**src/src_params.svh**
```systemverilog
`ifndef SRC_PARAMS_SVH
`define SRC_PARAMS_SVH

// Display range of the reading and of every threshold.
`define SRC_RANGE_MAX      15'sd9999
`define SRC_RANGE_MIN      -15'sd1999

// Make and break delays are whole seconds, 0 to 9999.
`define SRC_DELAY_MAX      14'd9999

// Threshold reset state: parked at the top in high mode, so inactive.
`define SRC_SP_RST_VALUE   15'sd9999
`define SRC_SP_RST_HIGH    1'b1
`define SRC_SP_RST_HYSTERESIS_ENABLE    1'b0
`define SRC_DELAY_RST      14'd0
`define SRC_PUMP_RST       1'b0

// Hysteresis band width in counts when enabled.
`define SRC_HYSTERESIS_ENABLE_COUNTS    16'sd2

// Delay tick: one second at the 250 MHz system clock.
`define SRC_TICK_SECONDS   1
`define SRC_CLK_HZ         250000000
`define SRC_TICK_CYCLES    (`SRC_TICK_SECONDS * `SRC_CLK_HZ)

`endif

```
**src/src_pkg.sv**
```systemverilog
package src_pkg;

   // Configuration of one threshold.
   typedef struct packed {
      logic signed [14:0] value;
      logic               high_mode;
      logic               hysteresis_enable;
   } src_sp_cfg_t;

   // Configuration of the first threshold's timers and pump mode.
   typedef struct packed {
      logic [13:0] make_delay;
      logic [13:0] break_delay;
      logic        pump_mode_enable;
   } src_tmr_cfg_t;

   typedef enum logic [1:0] {
      SRC_SEL_ONE,
      SRC_SEL_TWO,
      SRC_SEL_THREE,
      SRC_SEL_FOUR
   } src_sel_t;

endpackage

```
**src/src_setpoint_relay_controller.sv**
```systemverilog
`include "src_params.svh"

// Behaviour
// - All four thresholds evaluated regardless of fitted relays.
// - Signed thresholds; parked extremes never activate.
// - Relay one makes after continuous alarm delay.
// - Relay one breaks after continuous non-alarm delay.
// - Thresholds two to four follow comparison directly.
// - Every threshold has its own hysteresis enable.
// - Pump mode bands relay one between thresholds.
// - Pump low mode: on below one, off at two.
// - Pump high mode: on above two, off at one.
// - High mode energizes above, low mode below.
// - Lock input blocks every configuration change.
module src_setpoint_relay_controller #(
   parameter int unsigned TICK_CYCLES = `SRC_TICK_CYCLES
) (
   input  wire logic                      clk,
   input  wire logic                      rstn,
   input  wire logic signed [14:0]        reading,
   input  wire logic                      lock_n,
   input  wire logic                      sp_wr,
   input  wire src_pkg::src_sel_t         sp_sel,
   input  wire src_pkg::src_sp_cfg_t      sp_data,
   input  wire logic                      tmr_wr,
   input  wire src_pkg::src_tmr_cfg_t     tmr_data,
   output src_pkg::src_sp_cfg_t [3:0]     sp_view,
   output src_pkg::src_tmr_cfg_t          tmr_view,
   output logic [3:0]                     relay,
   output logic [3:0]                     led
);

   logic                     lock_meta;
   logic                     lock_sync_n;
   src_pkg::src_sp_cfg_t     sp_cfg [4];
   src_pkg::src_tmr_cfg_t    tmr_cfg;
   logic [3:0]               cmp;
   logic                     relay_one;
   logic [13:0]              delay_cnt;
   logic [31:0]              tick_cnt;
   logic                     tick;

   // Reading and thresholds are 15 bits signed: 14 bits would stop at 8191
   // and could not hold the top of the display range, so a threshold parked
   // there would be unreachable in storage rather than in comparison.
   // The lock pin comes from a rear-panel switch, so it is synchronised first.
   always_ff @(posedge clk)
   begin
      if (!rstn)
      begin
         lock_meta   <= 1'b1;
         lock_sync_n <= 1'b1;
      end
      else
      begin
         lock_meta   <= lock_n;
         lock_sync_n <= lock_meta;
      end
   end

   // Reset leaves the synchroniser unlocked, so writes are taken straight
   // after reset; a held lock pin needs two cycles before it blocks writes.
   wire locked = !lock_sync_n;
   wire sp_wr_ok = sp_wr && !locked;
   wire tmr_wr_ok = tmr_wr && !locked;

   // Written thresholds are clamped to the display range, so a parked value
   // at either end can never be crossed by a legal reading.
   wire signed [14:0] sp_clamped =
      (sp_data.value > `SRC_RANGE_MAX) ? `SRC_RANGE_MAX :
      (sp_data.value < `SRC_RANGE_MIN) ? `SRC_RANGE_MIN : sp_data.value;
   // Delays are clamped too, since the field can hold more than the maximum.
   wire [13:0] make_clamped =
      (tmr_data.make_delay > `SRC_DELAY_MAX) ? `SRC_DELAY_MAX : tmr_data.make_delay;
   wire [13:0] break_clamped =
      (tmr_data.break_delay > `SRC_DELAY_MAX) ? `SRC_DELAY_MAX : tmr_data.break_delay;

   always_ff @(posedge clk)
   begin
      if (!rstn)
      begin
         for (int i = 0; i < 4; i++)
         begin
            sp_cfg[i].value             <= `SRC_SP_RST_VALUE;
            sp_cfg[i].high_mode         <= `SRC_SP_RST_HIGH;
            sp_cfg[i].hysteresis_enable <= `SRC_SP_RST_HYSTERESIS_ENABLE;
         end
      end
      else if (sp_wr_ok)
      begin
         sp_cfg[sp_sel].value             <= sp_clamped;
         sp_cfg[sp_sel].high_mode         <= sp_data.high_mode;
         sp_cfg[sp_sel].hysteresis_enable <= sp_data.hysteresis_enable;
      end
   end

   always_ff @(posedge clk)
   begin
      if (!rstn)
      begin
         tmr_cfg.make_delay       <= `SRC_DELAY_RST;
         tmr_cfg.break_delay      <= `SRC_DELAY_RST;
         tmr_cfg.pump_mode_enable <= `SRC_PUMP_RST;
      end
      // Pump mode and both delays are written together as one word.
      else if (tmr_wr_ok)
      begin
         tmr_cfg.make_delay       <= make_clamped;
         tmr_cfg.break_delay      <= break_clamped;
         tmr_cfg.pump_mode_enable <= tmr_data.pump_mode_enable;
      end
   end

   // The views are the live registers, so a locked panel still reads every setting.
   always_comb
   begin
      for (int i = 0; i < 4; i++)
      begin
         sp_view[i] = sp_cfg[i];
      end
   end

   assign tmr_view = tmr_cfg;

   // Comparisons run in 16 bits so that threshold plus band cannot wrap.
   wire signed [15:0] rd   = 16'(reading);
   wire signed [15:0] sp_1 = 16'(sp_cfg[0].value);
   wire signed [15:0] sp_2 = 16'(sp_cfg[1].value);
   wire pump_active = tmr_cfg.pump_mode_enable && (sp_2 > sp_1);

   // Every threshold is evaluated whether or not a relay is fitted to it.
   for (genvar g = 0; g < 4; g++)
   begin : g_cmp
      wire signed [15:0] sp   = 16'(sp_cfg[g].value);
      wire signed [15:0] band = sp_cfg[g].hysteresis_enable ? `SRC_HYSTERESIS_ENABLE_COUNTS : 16'sd0;
      wire hi = sp_cfg[g].high_mode;
      wire pump = (g == 0) && pump_active;
      // High mode: set above the threshold, clear at or below it less band.
      // Low mode: set below the threshold, clear at or above it plus band.
      wire set_std = hi ? (rd > sp) : (rd < sp);
      wire clr_std = hi ? (rd <= sp - band) : (rd >= sp + band);
      // Pump mode: threshold one is the lower limit, two the upper limit.
      wire set_pump = hi ? (rd > sp_2) : (rd < sp_1);
      wire clr_pump = hi ? (rd <= sp_1) : (rd >= sp_2);
      // Set wins over clear, so a reading that meets both keeps the output on.
      wire set_c = pump ? set_pump : set_std;
      wire clr_c = pump ? clr_pump : clr_std;

      always_ff @(posedge clk)
      begin
         if (!rstn)
         begin
            cmp[g] <= 1'b0;
         end
         else if (set_c)
         begin
            cmp[g] <= 1'b1;
         end
         else if (clr_c)
         begin
            cmp[g] <= 1'b0;
         end
      end
   end

   // Free-running one-second tick; a delay may therefore end up to one tick
   // early, the price of sharing one prescaler.
   // Thirty-two bits cover the one-second count at the full system clock.
   assign tick = (tick_cnt == TICK_CYCLES - 1);

   always_ff @(posedge clk)
   begin
      if (!rstn)
      begin
         tick_cnt <= 32'h0000_0000;
      end
      else if (tick)
      begin
         tick_cnt <= 32'h0000_0000;
      end
      else
      begin
         tick_cnt <= tick_cnt + 32'h0000_0001;
      end
   end

   // Relay one follows its alarm only once the alarm has differed from the
   // relay state for the whole programmed delay; any return restarts it.
   // The delay is compared live, so a new value written during a wait
   // takes effect at once instead of after the running wait ends.
   wire [13:0] delay_target = cmp[0] ? tmr_cfg.make_delay : tmr_cfg.break_delay;

   always_ff @(posedge clk)
   begin
      if (!rstn)
      begin
         relay_one <= 1'b0;
         delay_cnt <= 14'h0000;
      end
      else if (cmp[0] == relay_one)
      begin
         delay_cnt <= 14'h0000;
      end
      else if (delay_cnt >= delay_target)
      begin
         relay_one <= cmp[0];
         delay_cnt <= 14'h0000;
      end
      else if (tick)
      begin
         delay_cnt <= delay_cnt + 14'h0001;
      end
   end

   // Thresholds two to four carry no timers; their outputs are the
   // comparison registers themselves.
   assign relay = {cmp[3], cmp[2], cmp[1], relay_one};
   assign led   = relay;

endmodule // src_setpoint_relay_controller

```
**config.mk**
```make
export PLATFORM = sky130hd
export DESIGN_NAME = src_setpoint_relay_controller
export DESIGN_NICKNAME = d
export VERILOG_FILES = /design/src/src_pkg.sv /design/src/src_setpoint_relay_controller.sv
export VERILOG_INCLUDE_DIRS = /design/src
export SDC_FILE = /design/constraint.sdc
export NUM_CORES = 1
export LEC_CHECK = 0
export BUFFER_PORTS_ARGS = -buffer_cell sky130_fd_sc_hd__clkbuf_2
export CORE_UTILIZATION = 40
export CTS_CLUSTER_SIZE = 16
export DETAILED_ROUTE_END_ITERATION = 7
export PLACE_DENSITY_LB_ADDON = 0.25
export REMOVE_ABC_BUFFERS = 1
export SKIP_LAST_GASP = 1
export SYNTH_ARGS = -nofsm -noshare
export SYNTH_HDL_FRONTEND = slang
export SYNTH_SLANG_ARGS = --single-unit
```
**constraint.sdc**
```tcl
create_clock -name clk -period 10.51 [get_ports clk]
set_input_delay 0.5255 -clock clk [delete_from_list [all_inputs] [get_ports clk]]
set_output_delay 0.5255 -clock clk [all_outputs]
set_load 0.01 [all_outputs]
```
==> results_dict.tcl <==
set metrics [dict create \
    area_growth_pct 13.99 \
    clkPwrFrac_pct 38.6 \
    cp.arrival_ns 4.35 \
    final_area_um2 14700 \
    port_buffers 172 \
    grt_use_total_pct 23.77 \
    critical_path.slowest_cell "nor4_1" \
    slew_violations 0 \
    drt_iter0_drc 802 \
    p_sw_share_pct 30.34 \
    place_hpwl_um 30040 \
    num-nets-final 1909 \
    p_int_w 0.001148 \
    antenna_found_initial 0 \
    cp_data_required_time_ns 10.88 \
    tightest_slew_ns 1.153 \
    grt_first_pass_wirelength_um 61240 \
    grt_start_max_net_pins 48 \
    clock-sinks 150 \
    hold_viol 0 \
    leakage_nw 6.426 \
    die_h_um 181.6 \
    p_per_area_nw_per_um2 112.0 \
    h-tree-depth 4 \
    period_needed_ns 3.981 \
    synthArstFlopShare_pct 0 \
    postCtsHoldBufs 0 \
    synth_xor_area_share_pct 9.236 \
    rows 65 \
    cts_tree "built" \
    vias_per_cell 5.672 \
    die_area_um2 32970 \
    die_width_um 181.6 \
    gp_congestion 0.9370 \
    syn_avg_cell_area_um2 8.858 \
    p_seq_share_pct 40.4 \
    cts_buffer_depth 2 \
    fillCellCount 3128 \
    synthSimpleGateAreaFrac_pct 21.84 \
    synth.mux.area_fraction_pct 1.737 \
    drive_gt1_share_pct 14.70 \
    cts_resized 0 \
    path_clk_slew_ns 0.07 \
    synth_top_family_by_area "adder cells" \
    finalWirelength_um 38980 \
    setup_viol 0 \
    cp-end-kind "register" \
    antenna_cells 0 \
    cts_setup_buffers 0 \
    ys_warn_count 0 \
    crit_fanout 7 \
    dpl_cell_area_um2 14100 \
    pwr-share-comb_pct 21.0 \
    vias 11500 \
    status "finished, final reports clean" \
    fmax_mhz 251.2 \
    relSlewSlack_pct 23.15 \
    synthAdderAreaFrac_pct 22.12 \
    clock_latency_ns 0.42 \
    netSwitchingPower_w 0.0004997 \
    synth_edf_count 68 \
    path_delay_family "simple AND/OR/NAND/NOR gates" \
    post-route-util_pct 46.47 \
    wl_per_cell_um 19.22 \
    grt_pass1_vias 11060 \
    ys_seq_elements 150 \
    irDropWorstVdd_mv 0.1136 \
    crit_path_max_incr_delay_ns 0.66 \
    gr-total-overflow 0 \
    synth_compound_area_share_pct 12.50 \
    netlist_area_um2 12900 \
    fin_hold_ws_ns 0.2962 \
    coreArea_um2 31640 \
    drcViolationCount 0 \
    ioPinCount 173 \
    cts_buffers 17 \
    worstPathCellList "clkinv_1, nor4_1, nand2_1, or2_2, nor3_1, xnor2_1, ha_1, nand4_1, a2111oi_0, a2111oi_0, and3_1, o21ai_0, a311oi_1, o21a_1" \
    drt.antenna.violating_nets 0 \
    fin_tns_setup_ns 0 \
    fin_crit_sh_pct 37.88 \
    cts-root-buf "clkbuf_16" \
    yosys.cell_types.count 68 \
    synthCells 1456 \
    startpoint_type "register" \
    ys_seq_area_share_pct 28.56 \
    synth_top_flop_cell "dfxtp_1" \
    rsz0062_at_grt "false" \
    worst-path-buf-inv 1 \
    hold_path.class "in -> reg" \
    worstSetupPathType "reg -> reg" \
    firstDrtPassIters 5 \
    start_util_pct 40.77 \
    maxCapViolCount 0 \
    cpMostUsedCell "a2111oi_0" \
    skew_ns 0.01804 \
]
-- power by group through the flow --
| stage | clock network, W | registers, W | logic, W |
|---|---|---|---|
| 6_report | 0.000636 | 0.000665 | 0.000346 |
| 5_1_grt | 0.000670 | 0.000668 | 0.000390 |
| 4_1_cts | 0.000649 | 0.000665 | 0.000345 |
| 3_5_place_dp | 0 | 0.000678 | 0.000343 |
| 3_3_place_gp | 0 | 0.000677 | 0.000337 |
| 2_1_floorplan | 0 | 0.000678 | 0.000206 |
-- layout make-up --
type	count	area, um2	area share, %
multi-input cells	1180	8696	59.15
clock inverters	15	176.4	1.200
well taps	402	503.0	3.421
inverters	89	334.1	2.272
repair buffers	175	883.3	6.009
flip-flops and latches	150	3684	25.06
clock buffers	17	425.4	2.894
-- sequential cells by signal, summed over array words and instances, names as in the netlist --
register,flops
delay_cnt,14
tick_cnt,32
led,3
lock_meta,1
cmp,1
relay_one,1
tmr_view,29
lock_sync_n,1
sp_cfg,68
-- worst paths after layout --
path	start	to	slack [ns]	cells past startpoint
setup / recovery	sp_cfg[0][7]	cmp[0]	6.53	14
hold / removal	lock_n	lock_meta	0.30	2
setup reg to reg	sp_cfg[0][7]	cmp[0]	6.53	14
hold reg to reg	tick_cnt[0]	tick_cnt[0]	0.47	1
-- metrics by stage --
step | instances | setup WS (ns) | total power (W)
after floorplan | 1419 | 7.086 | 0.0008834
after global placement | 1996 | 6.686 | 0.001014
after detailed placement | 1996 | 6.613 | 0.001020
after CTS | 2028 | 6.575 | 0.001659
after global routing | 2028 | 6.234 | 0.001728
final | 2028 | 6.529 | 0.001647
-- placed cells by master (no fill, tap or decap), drive strengths merged, types with 59 or more instances in the layout --
cell type	Yosys	final
a21oi	63	63
clkbuf	24	189
dfxtp	82	82
edfxtp	68	68
ha	228	228
inv	85	88
nand2	117	117
nand3	64	64
nand4	59	59
nor2	138	138
xnor2	117	117
-- synthesized netlist by cell type (7+ instances only) --
library cell / n / share of area, %
ha_1: 228 / 22
nor2_1: 137 / 4.0
xnor2_1: 117 / 7.9
nand2_1: 116 / 3.4
inv_1: 85 / 2.5
dfxtp_1: 82 / 13
edfxtp_1: 68 / 16
a21oi_1: 63 / 2.4
nand3_1: 63 / 2.4
nand4_1: 57 / 2.8
o21ai_0: 50 / 1.9
a21o_1: 38 / 2.2
nor3_1: 33 / 1.3
clkbuf_1: 24 / 0.70
nor4_1: 24 / 1.2
nor2b_1: 23 / 1.1
nand2b_1: 21 / 1.0
mux2i_1: 19 / 1.5
xor2_1: 19 / 1.3
and3_1: 16 / 0.78
or3_1: 16 / 0.78
o221a_2: 15 / 1.3
buf_4: 12 / 0.70
a211oi_1: 10 / 0.58
and2_1: 9 / 0.44
o21a_1: 9 / 0.52
a21boi_0: 8 / 0.47
a22oi_1: 8 / 0.47
nand3b_1: 7 / 0.41
o211ai_1: 7 / 0.41
-- per-layer routing --
| metal | part of all wire, % | wire length (um) | track usage (%) |
|---|---|---|---|
| met3 | 6.2 | 2428 | 3.028 |
| met5 | 0 | 0 | 0 |
| met1 | 45 | 17620 | 32.05 |
| met2 | 47 | 18320 | 40.60 |
| met4 | 1.6 | 613 | 4.780 |
-- cells by family (layout without fill, tap and decap cells) --
kind of cell             after synthesis  in the layout
AO/OA/AOI/OAI                        241            241
XOR/XNOR                             136            136
adder cells (fa/ha/maj)              228            228
buffers and inverters                126            296
flip-flops                           150            150
multiplexers                          22             22
AND/OR/NAND/NOR                      553            553
No activity file was read; power rests on OpenSTA's default activity.
